File: config.mk
export PLATFORM = sky130hd
export DESIGN_NAME = arb_strap_bridge_flat
export DESIGN_NICKNAME = d
export VERILOG_FILES = /design/src/logic/arb_strap_pkg.sv /design/src/logic/arb_strap_if.sv /design/src/logic/arb_strap_bridge.sv /design/src/flat_wrapper.sv
export SDC_FILE = /design/constraint.sdc
export NUM_CORES = 1
export LEC_CHECK = 0
export ABC_AREA = 1
export BUFFER_PORTS_ARGS = -buffer_cell sky130_fd_sc_hd__buf_4
export CAP_MARGIN = 20
export CORE_AREA = 2 2 39 41
export CTS_BUF_LIST = sky130_fd_sc_hd__clkbuf_8 sky130_fd_sc_hd__clkbuf_16
export DETAILED_ROUTE_END_ITERATION = 7
export DIE_AREA = 0 0 41 43
export PLACE_DENSITY = 0.68
export SLEW_MARGIN = 20
export SYNTH_ARGS = -nofsm -noshare
export SYNTH_HDL_FRONTEND = slang
export SYNTH_SLANG_ARGS = --single-unit
File: constraint.sdc
create_clock -name clk -period 1.2 [get_ports clk]
set_input_delay 0.06 -clock clk [delete_from_list [all_inputs] [get_ports clk]]
set_output_delay 0.06 -clock clk [all_outputs]
set_load 0.1 [all_outputs]
File: src/logic/arb_strap_pkg.sv
// Package with the shared constants and types of the arbiter mode front end.
package arb_strap_pkg;
    // Number of synchroniser stages for every pin input.
    localparam int SYNC_STAGES = 2;
    // Value of the mode flag when the internal arbiter is enabled.
    localparam logic MODE_INTERNAL = 1'b1;
    // Value of the mode flag when the internal arbiter is disabled.
    localparam logic MODE_EXTERNAL = 1'b0;
    // Reset value of every active-low pin output except the strap pin, which follows use_internal in reset (inactive, high).
    localparam logic PIN_IDLE = 1'b1;
    // Reset value of every output enable (low means driving, so high floats).
    localparam logic OE_FLOAT = 1'b1;
    // Front-end states, Gray coded along reset, strap capture and run.
    typedef enum logic [1:0] {
        ST_RESET = 2'b00,
        ST_STRAP = 2'b01,
        ST_RUN = 2'b11
    } front_state_t;
endpackage

File: src/logic/arb_strap_if.sv
// Interface carrying the shared arbiter pins between the bridge and its partner.
`timescale 1ns/10ps
interface arb_strap_if;
    // Strap and CPU request pin, driven by the host bridge side.
    logic host_cpu_bus_request_n;
    // CPU grant pin and its enable (low means driven).
    logic host_cpu_bus_grant_n;
    logic host_cpu_bus_grant_oe_n;
    // Request-zero pin, doubling as external arbiter grant.
    logic initiator_zero_request_n;
    // Request-one pin.
    logic initiator_one_request_n;
    // Grant-zero pin, doubling as the bridge bus request, with enable.
    logic initiator_zero_grant_n;
    logic initiator_zero_grant_oe_n;
    // Grant-one pin, doubling as the resume output, with enable.
    logic initiator_one_grant_n;
    logic initiator_one_grant_oe_n;
    // The bridge end owns the grants and reads the requests.
    modport bridge (
        input host_cpu_bus_request_n,
        input initiator_zero_request_n,
        input initiator_one_request_n,
        output host_cpu_bus_grant_n,
        output host_cpu_bus_grant_oe_n,
        output initiator_zero_grant_n,
        output initiator_zero_grant_oe_n,
        output initiator_one_grant_n,
        output initiator_one_grant_oe_n
    );
    // The partner end drives requests and reads the grants.
    modport partner (
        output host_cpu_bus_request_n,
        output initiator_zero_request_n,
        output initiator_one_request_n,
        input host_cpu_bus_grant_n,
        input host_cpu_bus_grant_oe_n,
        input initiator_zero_grant_n,
        input initiator_zero_grant_oe_n,
        input initiator_one_grant_n,
        input initiator_one_grant_oe_n
    );
endinterface

File: src/logic/arb_strap_bridge.sv
// Bridge end: arbiter mode strap capture and shared-pin front end.
// Behaviour
// - Strap high at reset end enables arbiter.
// - Strap low at reset end disables arbiter.
// - Host holds strap at the use_internal level through reset.
// - Low CPU request means pending CPU request.
// - Disabled mode ignores CPU request after reset.
// - Enabled: request-zero is initiator zero request.
// - Disabled: request-zero is external arbiter grant.
// - Enabled: request-one is initiator one request.
// - Disabled mode ignores request-one after reset.
// - Enabled: assert CPU grant low to grant.
// - Disabled: grant-zero pin is bridge request.
// - Disabled: grant-one pin is resume output.
// - Grant pins float from reset until driven.
`timescale 1ns/10ps
module arb_strap_bridge (
    input wire logic clk,
    input wire logic rst_n,
    input wire logic cpu_grant,
    input wire logic init0_grant,
    input wire logic init1_grant,
    input wire logic bus_request,
    input wire logic resume,
    output logic arbiter_enabled,
    output logic mode_valid,
    output logic cpu_request,
    output logic init0_request,
    output logic init1_request,
    output logic bus_granted,
    arb_strap_if.bridge pins
);
    import arb_strap_pkg::*;

    // Timing after release: the first edge moves to capture, the second
    // takes the mode, the third drives the pins in their selected roles.
    // The strap level must therefore stand on the pin while reset is held;
    // what the partner does with the pin after release does not matter.
    // A release that is too short to fill the synchroniser is not served.

    // Pin synchronisers; stage one is read only by stage two.
    // They carry no reset: the strap level that stands while reset is
    // held is already in stage two when reset is released.
    logic [2:0] sync1_r;
    logic [2:0] sync2_r;
    // Front-end state: reset, strap capture, then run.
    front_state_t state_r;
    // Next state, from the walk below.
    front_state_t state_nxt;
    // Captured arbiter mode; high means the internal arbiter is on.
    logic mode_r;
    // Registered level of the CPU grant pin.
    logic cpu_gnt_r;
    // Registered level of the grant-zero pin.
    logic initiator_zero_grant_n_r;
    // Registered level of the grant-one pin.
    logic initiator_one_grant_n_r;
    // Shared enable of all three grant pins; low drives them.
    logic oe_n_r;
    // Mode-valid flag, kept apart from the enable so it is a plain flop.
    logic valid_r;
    // Registered CPU request for the arbiter core.
    logic cpu_req_r;
    // Registered initiator zero request.
    logic initiator_zero_request_n_r;
    // Registered initiator one request.
    logic initiator_one_request_n_r;
    // Registered grant from the external arbiter.
    logic granted_r;

    // Passes a request level only in run and only in the mode that owns
    // the pin. A level on a pin that has no meaning in the captured mode
    // never reaches the arbiter core, whatever the partner leaves on it.
    function automatic logic mode_gate(
        input logic in_run,
        input logic mode,
        input logic owner,
        input logic level
    );
        mode_gate = in_run & (mode == owner) & level;
    endfunction

    // Decoded synchronised pins, high meaning asserted.
    // The CPU request pin doubles as the strap.
    wire logic cpu_pin_low = !sync2_r[2];
    // Request zero, or the external grant in disabled mode.
    wire logic initiator_zero_request_n_pin_low = !sync2_r[1];
    // Request one, meaningless in disabled mode.
    wire logic initiator_one_request_n_pin_low = !sync2_r[0];
    // The strap is taken from stage two in the first cycle after release,
    // where it still holds the level sampled while reset was held.
    wire logic capture = (state_r == ST_STRAP);
    // Outside the capture cycle the mode is kept until the next reset.
    wire logic mode_nxt = capture ? sync2_r[2] : mode_r;
    // Pins are driven and requests decoded only in run.
    wire logic run = (state_r == ST_RUN);
    // Pin function selected by the captured mode.
    wire logic initiator_zero_grant_n_sel = mode_r ? !init0_grant : !bus_request;
    wire logic initiator_one_grant_n_sel = mode_r ? !init1_grant : !resume;
    // Request views for the arbiter core, each gated by its mode.
    wire logic cpu_req_nxt =
        mode_gate(run, mode_r, MODE_INTERNAL, cpu_pin_low);
    wire logic initiator_zero_request_n_nxt =
        mode_gate(run, mode_r, MODE_INTERNAL, initiator_zero_request_n_pin_low);
    wire logic initiator_one_request_n_nxt =
        mode_gate(run, mode_r, MODE_INTERNAL, initiator_one_request_n_pin_low);
    wire logic granted_nxt =
        mode_gate(run, mode_r, MODE_EXTERNAL, initiator_zero_request_n_pin_low);

    // Walk from reset through strap capture into run; run is held.
    // An unused code falls back to reset, so a glitch cannot skip capture.
    always_comb begin
        case (state_r)
            // First edge after release; stage two already holds the strap.
            ST_RESET: state_nxt = ST_STRAP;
            // Capture cycle: the mode is taken at the coming edge.
            ST_STRAP: state_nxt = ST_RUN;
            // Run is left only by a new reset.
            ST_RUN: state_nxt = ST_RUN;
            // The fourth code is unused.
            default: state_nxt = ST_RESET;
        endcase
    end

    // Pin drives and enables come straight from their registers.
    assign pins.host_cpu_bus_grant_n = cpu_gnt_r;
    assign pins.host_cpu_bus_grant_oe_n = oe_n_r;
    assign pins.initiator_zero_grant_n = initiator_zero_grant_n_r;
    assign pins.initiator_zero_grant_oe_n = oe_n_r;
    assign pins.initiator_one_grant_n = initiator_one_grant_n_r;
    assign pins.initiator_one_grant_oe_n = oe_n_r;
    // User-side views, each straight from its own flop.
    assign arbiter_enabled = mode_r;
    assign mode_valid = valid_r;
    assign cpu_request = cpu_req_r;
    assign init0_request = initiator_zero_request_n_r;
    assign init1_request = initiator_one_request_n_r;
    assign bus_granted = granted_r;

    // Two-flop synchronisers, free running through reset as well.
    // A reset here would hide the strap behind the reset value in the
    // capture cycle, so stage two must follow the pin while reset holds.
    // The request views are gated by run, so nothing reads these flops
    // before they hold a real pin level.
    always_ff @(posedge clk) begin
        sync1_r <= {pins.host_cpu_bus_request_n,
                    pins.initiator_zero_request_n,
                    pins.initiator_one_request_n};
        sync2_r <= sync1_r;
    end

    // The mode is caught by a clocked step after release, never by reset.
    // Reset parks the mode at disabled so no grant is driven by mistake.
    always_ff @(posedge clk or negedge rst_n) begin
        if (!rst_n) begin
            // Start the walk again on every reset.
            state_r <= ST_RESET;
            mode_r <= MODE_EXTERNAL;
        end else begin
            // The mode moves only in the capture cycle.
            state_r <= state_nxt;
            mode_r <= mode_nxt;
        end
    end

    // Pins float during reset and strap capture, then drive by mode.
    // Floating until the mode is known keeps the bridge off a pin that
    // the partner may still be driving in the other role.
    always_ff @(posedge clk or negedge rst_n) begin
        if (!rst_n) begin
            // Float at once on reset, with the drives parked inactive.
            oe_n_r <= OE_FLOAT;
            valid_r <= 1'b0;
            cpu_gnt_r <= PIN_IDLE;
            initiator_zero_grant_n_r <= PIN_IDLE;
            initiator_one_grant_n_r <= PIN_IDLE;
        end else begin
            // Enables and the valid flag move together.
            oe_n_r <= !run;
            valid_r <= run;
            // CPU grant means nothing with the arbiter off, so hold it high.
            cpu_gnt_r <= !(run & mode_r & cpu_grant);
            // Grant zero or the bridge request, by mode.
            initiator_zero_grant_n_r <= run ? initiator_zero_grant_n_sel : PIN_IDLE;
            // Grant one or the resume output, by mode.
            initiator_one_grant_n_r <= run ? initiator_one_grant_n_sel : PIN_IDLE;
        end
    end

    // Requests are decoded only in run; disabled mode drops CPU and one.
    // Three cycles pass from a pin change to these views: two in the
    // synchroniser and one here. The arbiter core must allow for that.
    always_ff @(posedge clk or negedge rst_n) begin
        if (!rst_n) begin
            // No request or grant is seen while reset holds.
            cpu_req_r <= 1'b0;
            initiator_zero_request_n_r <= 1'b0;
            initiator_one_request_n_r <= 1'b0;
            granted_r <= 1'b0;
        end else begin
            // The decode lives in the gated wires above.
            cpu_req_r <= cpu_req_nxt;
            initiator_zero_request_n_r <= initiator_zero_request_n_nxt;
            initiator_one_request_n_r <= initiator_one_request_n_nxt;
            granted_r <= granted_nxt;
        end
    end
endmodule

File: src/flat_wrapper.sv
// flat-port wrapper written by rule: the top's interface ports become plain ports
module arb_strap_bridge_flat import arb_strap_pkg::*;
  (clk, rst_n, cpu_grant, init0_grant, init1_grant, bus_request, resume, arbiter_enabled, mode_valid, cpu_request, init0_request, init1_request, bus_granted, pins_host_cpu_bus_request_n, pins_initiator_zero_request_n, pins_initiator_one_request_n, pins_host_cpu_bus_grant_n, pins_host_cpu_bus_grant_oe_n, pins_initiator_zero_grant_n, pins_initiator_zero_grant_oe_n, pins_initiator_one_grant_n, pins_initiator_one_grant_oe_n);
  arb_strap_if pins_i ();
  input wire logic clk;
  input wire logic rst_n;
  input wire logic cpu_grant;
  input wire logic init0_grant;
  input wire logic init1_grant;
  input wire logic bus_request;
  input wire logic resume;
  output logic arbiter_enabled;
  output logic mode_valid;
  output logic cpu_request;
  output logic init0_request;
  output logic init1_request;
  output logic bus_granted;
  input wire logic [$bits(pins_i.host_cpu_bus_request_n)-1:0] pins_host_cpu_bus_request_n;
  input wire logic [$bits(pins_i.initiator_zero_request_n)-1:0] pins_initiator_zero_request_n;
  input wire logic [$bits(pins_i.initiator_one_request_n)-1:0] pins_initiator_one_request_n;
  output wire logic [$bits(pins_i.host_cpu_bus_grant_n)-1:0] pins_host_cpu_bus_grant_n;
  output wire logic [$bits(pins_i.host_cpu_bus_grant_oe_n)-1:0] pins_host_cpu_bus_grant_oe_n;
  output wire logic [$bits(pins_i.initiator_zero_grant_n)-1:0] pins_initiator_zero_grant_n;
  output wire logic [$bits(pins_i.initiator_zero_grant_oe_n)-1:0] pins_initiator_zero_grant_oe_n;
  output wire logic [$bits(pins_i.initiator_one_grant_n)-1:0] pins_initiator_one_grant_n;
  output wire logic [$bits(pins_i.initiator_one_grant_oe_n)-1:0] pins_initiator_one_grant_oe_n;
  assign pins_i.host_cpu_bus_request_n = pins_host_cpu_bus_request_n;
  assign pins_i.initiator_zero_request_n = pins_initiator_zero_request_n;
  assign pins_i.initiator_one_request_n = pins_initiator_one_request_n;
  assign pins_host_cpu_bus_grant_n = pins_i.host_cpu_bus_grant_n;
  assign pins_host_cpu_bus_grant_oe_n = pins_i.host_cpu_bus_grant_oe_n;
  assign pins_initiator_zero_grant_n = pins_i.initiator_zero_grant_n;
  assign pins_initiator_zero_grant_oe_n = pins_i.initiator_zero_grant_oe_n;
  assign pins_initiator_one_grant_n = pins_i.initiator_one_grant_n;
  assign pins_initiator_one_grant_oe_n = pins_i.initiator_one_grant_oe_n;
  arb_strap_bridge u_core (.clk(clk), .rst_n(rst_n), .cpu_grant(cpu_grant), .init0_grant(init0_grant), .init1_grant(init1_grant), .bus_request(bus_request), .resume(resume), .arbiter_enabled(arbiter_enabled), .mode_valid(mode_valid), .cpu_request(cpu_request), .init0_request(init0_request), .init1_request(init1_request), .bus_granted(bus_granted), .pins(pins_i));
endmodule
==> impl_summary.log, run 1 <==
INFO  metric cell_with_the_largest_stage_delay_on_the_worst_path = dfstp_4
INFO  metric drcViolationCount = 0
INFO  metric die_w = around 41 µm
INFO  metric register_area = ~430 µm²
INFO  metric cp-start-kind = flop
INFO  metric synth_nets = between 50 and 60
INFO  metric run_status = finished, violations left
INFO  metric avgViaCountPerCell = around 4.4
INFO  metric total_power = 0.00132 W
INFO  metric crit_path_setup_slack_layout = -0.00310 ns
INFO  metric routed_wirelength = 832 µm
INFO  metric tritoncts = built
INFO  metric setup_viol = 3
INFO  metric crit_chain = buf_4
INFO  metric grt_antenna_before_repair = 0
INFO  metric worst_ep_required_time = 1.14 ns
INFO  metric crit_type = flop to output pin
INFO  metric fin_nets = 82
INFO  metric fin_crit = between 1 and 1.5 ns
INFO  metric area_growth = 49.3%
INFO  metric detail-route-antenna-nets = 0
INFO  metric reg2regPathDepth = 1
INFO  metric cts_buf_count = 3
INFO  metric die_boundary_height = about 43 µm
INFO  metric violations = negative setup slack
INFO  metric critical_path.top_delay_family = flip-flops
INFO  metric hold_path.class = input pin to flop
INFO  metric clk_sink_count = 18
INFO  metric num_io_pins = 22
INFO  metric hold_start = resume
INFO  metric dp_hpwl = 573 µm
INFO  metric hold-path-endpoint = u_core.pins.initiator_one_grant_n
INFO  metric clk-insertion-delay-late = around 0.24 ns
INFO  metric first_pass_grt_wire_length = between 1000 and 1500 µm
INFO  metric cp.buffers_inverters = 1
INFO  metric slew_headroom = between 80% and 90%
INFO  metric crit-reg2reg-launch = u_core.state_r[0]
INFO  metric track_usage = 11.9%
INFO  metric detail_route.wl_per_cell = 9.56 µm
INFO  metric clk_path_buf_depth = 2
INFO  metric grt_setup_unrepaired = yes
INFO  metric floorplan.core_area = 1380 µm²
INFO  metric cellLeakagePower = 0.406 nW
INFO  metric globalplace.congestion = 0.745
INFO  metric number_of_warnings_printed_during_yosys_synthesis = 0
INFO  metric final_core_util = between 50 and 60%
INFO  metric num_vias = 379
INFO  metric grt_max_degree = 13
INFO  metric worstSetupEndpointType = output pin
INFO  metric netlist-cell-type-count = 13
INFO  metric fmax = ~0.83 GHz
INFO  metric worst_ep_arrival_time = between 1 and 1.5 ns
INFO  metric power_density = around 1600 nW/µm²
INFO  metric number_of_global_route_vias_before_repair = ~370
INFO  metric cts-root-buf = clkbuf_8
INFO  metric die-area = about 1800 µm²
INFO  metric syn-instance-count = 44
INFO  metric hold_violations = 0
INFO  metric irDropWorstVdd = 1.20 mV
INFO  metric regToRegEndpoint = u_core.state_r[0]
INFO  metric register_bit_total_from_synthesis = 18
INFO  metric hold-worst-slack = about 0.021 ns
INFO  metric reg2reg_setup_slack = roughly 0.34 ns
INFO  metric min_path_cells = 4
INFO  metric multiInputGateArea = around 90 µm²
INFO  metric global_route.overflow_total = 0
INFO  metric clkSlewWorstSetupHoldPaths = roughly 0.060 ns
INFO  metric worst_slew_pin_slew = ~0.28 ns
INFO  metric num-fill-cells = roughly 120
INFO  metric final_number_of_max_transition_violations = 0
INFO  metric final.period_utilization = 100%
INFO  metric netlist_area = between 500 and 600 µm²
INFO  metric fp-row-count = 14
INFO  metric path_max_fanout = 3
INFO  metric initial_core_util = 39.4%
INFO  metric mean_area_per_synthesized_cell = 12.4 µm²
INFO  metric clock_skew = roughly 0.0013 ns
INFO  metric fin_area = 815 µm²
INFO  metric highest_cell_delay_on_the_worst_timing_path = 0.61 ns
INFO  metric drive_above_1_share = a little under half
INFO  metric synth-seq-area-share = around 78%
INFO  metric max-cap-violations = 0
INFO  metric port_buffers = 21
INFO  metric number_of_drc_markers_after_the_initial_detailed_route_iteration = 3
INFO  metric cts_htree_levels = 1
INFO  metric most-common-layout-cells = 21 x buf_4, 11 x nand2_1, 7 x dfrtp_1, 6 x dfxtp_1, 5 x dlygate4sd3_1
INFO  metric drt_first_pass_iters = 2
INFO  metric post_dp_cell_area = between 700 and 800 µm²
INFO  metric layout_commonest_cell = buf_4
INFO  metric num_antenna_cells = 0
-- power by group --
part | internal (W) | switching (W) | leakage (nW)
registers | 0.000635 | 0.0000110 | 0.182
clock network | 0.000291 | 0.000180 | 0.0288
logic | 0.0000561 | 0.000144 | 0.195
total | 0.000982 | 0.000335 | 0.406
-- worst min-delay path: cells and delay by family --
kind | cells | cell delay, ns
buf+inv | 1 | 0.08
simple gates | 3 | 0.13
-- worst max path at each step --
stage	startpoint	cells past startpoint	to
2_1_floorplan	u_core.pins.host_cpu_bus_grant_oe_n	1	pins_initiator_one_grant_oe_n
3_3_place_gp	u_core.pins.host_cpu_bus_grant_oe_n	1	pins_host_cpu_bus_grant_oe_n
3_5_place_dp	u_core.pins.host_cpu_bus_grant_oe_n	1	pins_initiator_one_grant_oe_n
4_1_cts	u_core.pins.host_cpu_bus_grant_oe_n	1	pins_initiator_one_grant_oe_n
5_1_grt	u_core.pins.host_cpu_bus_grant_oe_n	1	pins_initiator_zero_grant_oe_n
6_report	u_core.pins.host_cpu_bus_grant_oe_n	1	pins_initiator_zero_grant_oe_n
-- cell families after synthesis --
group | after synthesis | synth area share (%)
buffers and inverters | 6 | 5.50
DFF | 18 | 78.0
and+or+nand+nor | 20 | 16.5
-- sequential cells by signal, summed over array words and instances (netlist names) --
name	cells
u_core.sync1_r	3
u_core.pins.initiator_zero_grant_n	1
u_core.mode_valid	1
u_core.cpu_request	1
u_core.pins.host_cpu_bus_grant_oe_n	1
u_core.arbiter_enabled	1
u_core.pins.initiator_one_grant_n	1
u_core.bus_granted	1
u_core.init0_request	1
u_core.init1_request	1
u_core.sync2_r	3
u_core.pins.host_cpu_bus_grant_n	1
u_core.state_r	2
-- cell type report --
class	instances	area share, %
Multi-Input combinational cell	20	11.1
Tap cell	16	2.46
Inverter	3	1.38
Sequential cell	18	52.8
Clock buffer	4	6.76
Timing Repair Buffer	26	25.5
-- cells in the mapped netlist, drive strengths merged --
cell / instances / share of area (%)
nand2: 12 / 8.7
dfrtp: 8 / 37
dfxtp: 6 / 22
dfstp: 4 / 19
inv: 3 / 2.1
nand3: 3 / 2.8
nor2: 3 / 2.1
buf: 2 / 2.8
clkbuf: 1 / 0.69
nor3: 1 / 1.8
or2: 1 / 1.1
-- per-stage QoR --
stage / setup WS, ns / instances / TNS (ns)
2_1_floorplan: 0.0237 / 44 / 0
3_5_place_dp: 0.259 / 78 / 0
5_1_grt: -0.0378 / 87 / -0.106
4_1_cts: -0.0143 / 87 / -0.0423
3_3_place_gp: 0.263 / 78 / 0
6_report: -0.00310 / 87 / -0.00880
-- routing by layer --
layer	up-vias	track usage, %	wire length [µm]
li1	184	-	-
met1	176	9.06	286
met2	17	21.6	458
met3	2	4.71	77
met4	0	8.00	10
met5	-	0	0
-- what timing repair did --
action | in CTS | in global routing
setup buffers | 0 | 0
setup endpoints to repair | 3 | 3
hold endpoints to repair | 16 | 0
gates resized for setup | 0 | 0
hold buffers | 5 | 0
(Power assumes the default switching activity.)
==> run 2, diff against run 1 <==
--- a/config.mk
+++ b/config.mk
@@ -8,11 +8,13 @@
 export ABC_AREA = 1
 export BUFFER_PORTS_ARGS = -buffer_cell sky130_fd_sc_hd__buf_4
 export CAP_MARGIN = 20
-export CORE_AREA = 2 2 39 41
+export CELL_PAD_IN_SITES_DETAIL_PLACEMENT = 1
+export CELL_PAD_IN_SITES_GLOBAL_PLACEMENT = 1
+export CORE_UTILIZATION = 36
 export CTS_BUF_LIST = sky130_fd_sc_hd__clkbuf_8 sky130_fd_sc_hd__clkbuf_16
 export DETAILED_ROUTE_END_ITERATION = 7
-export DIE_AREA = 0 0 41 43
-export PLACE_DENSITY = 0.68
+export PLACE_DENSITY = 0.77
+export SETUP_SLACK_MARGIN = 0.1
 export SLEW_MARGIN = 20
 export SYNTH_ARGS = -nofsm -noshare
 export SYNTH_HDL_FRONTEND = slang
==> impl_summary.log, run 2 (synthesis results as in run 1) <==
INFO  metric routed_wirelength = 1110 µm
INFO  metric clock_skew = 0.00431 ns
INFO  metric cell_with_the_largest_stage_delay_on_the_worst_path = dfstp_4
INFO  metric grt_max_degree = 13
INFO  metric final_number_of_max_transition_violations = 0
INFO  metric worst_slew_pin_slew = 0.282 ns
INFO  metric number_of_global_route_vias_before_repair = ~400
INFO  metric number_of_drc_markers_after_the_initial_detailed_route_iteration = 2
INFO  metric area_growth = 56.9%
INFO  metric fin_tns_setup = 0 ns
INFO  metric critical_path.top_delay_family = flip-flops
INFO  metric avgViaCountPerCell = between 4 and 5
INFO  metric fin_crit = between 1 and 1.5 ns
INFO  metric floorplan.core_area = roughly 1400 µm²
INFO  metric fmax = between 0.8 and 0.9 GHz
INFO  metric hold_violations = 0
INFO  metric worst_ep_required_time = ~1.1 ns
INFO  metric worstSetupEndpointType = output pin
INFO  metric globalplace.congestion = approximately 0.66
INFO  metric hold_path.class = input pin to flop
INFO  metric dp_hpwl = 780 µm
INFO  metric die_w = 40.9 µm
INFO  metric worst_setup_path_startpoint = u_core.pins.host_cpu_bus_grant_oe_n
INFO  metric max-cap-violations = 0
INFO  metric drt_first_pass_iters = 2
INFO  metric detail-route-antenna-nets = 0
INFO  metric irDropWorstVdd = roughly 1.2 mV
INFO  metric layout_commonest_cell = buf_4
INFO  metric num_vias = just under 400
INFO  metric cellLeakagePower = around 0.42 nW
INFO  metric num_antenna_cells = 0
INFO  metric path_max_fanout = 3
INFO  metric clk_path_buf_depth = 2
INFO  metric most-common-layout-cells = 14 x buf_4, 11 x nand2_1, 7 x dfrtp_1, 6 x dfxtp_1, 5 x dlygate4sd3_1
INFO  metric run_status = completed
INFO  metric clk_sink_count = 18
INFO  metric cp.buffers_inverters = 1
INFO  metric slew_headroom = 81.3%
INFO  metric die-area = roughly 1700 µm²
INFO  metric first_pass_grt_wire_length = ~1700 µm
INFO  metric cts_htree_levels = 1
INFO  metric fp-row-count = 13
INFO  metric crit_path_setup_slack_layout = around 0.05 ns
INFO  metric initial_core_util = between 40% and 50%
INFO  metric drive_above_1_share = approximately 46%
INFO  metric port_buffers = 21
INFO  metric grt_setup_unrepaired = yes
INFO  metric pre_cts_ws = 0.256 ns
INFO  metric tritoncts = built
INFO  metric hold-worst-slack = 0.0255 ns
INFO  metric clk-insertion-delay-late = ~0.25 ns
INFO  metric crit_chain = buf_12
INFO  metric num_io_pins = 22
INFO  metric track_usage = 16.9%
INFO  metric die_boundary_height = 40.9 µm
INFO  metric worst_ep_arrival_time = 1.09 ns
INFO  metric global_route.overflow_total = 0
INFO  metric layoutNonFillerInstCount = 86
INFO  metric hold_start = bus_request
INFO  metric final.period_utilization = a little over nine tenths
INFO  metric top_regs = u_core.sync1_r (3), u_core.sync2_r (3), u_core.state_r (2)
INFO  metric fin_nets = just over 80
INFO  metric grt_antenna_before_repair = 0
INFO  metric cp-start-kind = flop
INFO  metric total_power = 0.00126 W
INFO  metric power_density = 1470 nW/µm²
INFO  metric crit_type = flop to output pin
INFO  metric highest_cell_delay_on_the_worst_timing_path = 0.66 ns
INFO  metric setup_viol = 0
INFO  metric cts_buf_count = 3
INFO  metric placedCellCount = between 70 and 80
INFO  metric detail_route.wl_per_cell = between 10 and 15 µm
INFO  metric crit-reg2reg-launch = u_core.state_r[0]
INFO  metric clkSlewWorstSetupHoldPaths = approximately 0.060 ns
INFO  metric cts-root-buf = clkbuf_8
INFO  metric drcViolationCount = 0
-- run 2: changes by cell type in the layout (fill, tap and decap cells not counted) --
cell and delta:
inv_1 +1, buf_6 +4, buf_12 +3, clkbuf_8 -1, buf_4 -7
-- run 2: power breakdown --
group | switching (W) | leakage [nW] | internal, W | total [W]
clock | 0.000177 | 0.0269 | 0.000226 | 0.000403
sequential | 0.0000135 | 0.182 | 0.000636 | 0.000649
combinational | 0.000147 | 0.209 | 0.0000618 | 0.000209
-- run 2: area by class of cell --
cell class | instances | area (µm²)
Inverter | 3 | 11.3
Clock inverter | 1 | 3.75
Timing Repair Buffer | 26 | 260
Tap cell | 15 | 18.8
Clock buffer | 3 | 41.3
Fill cell | 135 | 494
Multi-Input combinational cell | 20 | 90.1
Sequential cell | 18 | 430
-- run 2: path summary, 6_finish.rpt --
kind	end	slack (ns)	cells past startpoint
min in group asynchronous	u_core.bus_granted	0.19	2
max in group asynchronous	u_core.pins.host_cpu_bus_grant_n	0.78	2
worst min register to register	u_core.sync2_r[0]	0.33	0
worst max-delay path	pins_host_cpu_bus_grant_oe_n	0.05	1
worst min-delay path	u_core.pins.initiator_zero_grant_n	0.03	4
worst max register to register	u_core.state_r[0]	0.34	1
-- run 2: layer usage --
| metal | part of all wire, % | track usage, % | vias to the layer above |
|---|---|---|---|
| met1 | 36 | 15.6 | 187 |
| met4 | 0 | 2.50 | 0 |
| li1 | - | - | 187 |
| met2 | 57 | 32.4 | 15 |
| met5 | 0 | 0 | - |
| met3 | 6.4 | 8.70 | 0 |
-- run 2: timing repair --
item,in CTS,in global routing
setup buffers,0,0
hold endpoints to repair,16,0
resized for setup,12,1
hold buffers,5,0
setup endpoints to repair,6,4
-- run 2: metrics by stage --
step | utilization, % | area, µm²
after floorplan | - | 551
after global placement | 52.5 | 708
after detailed placement | 52.5 | 708
after CTS | 63.1 | 852
after global routing | 63.4 | 856
final | 63.4 | 856
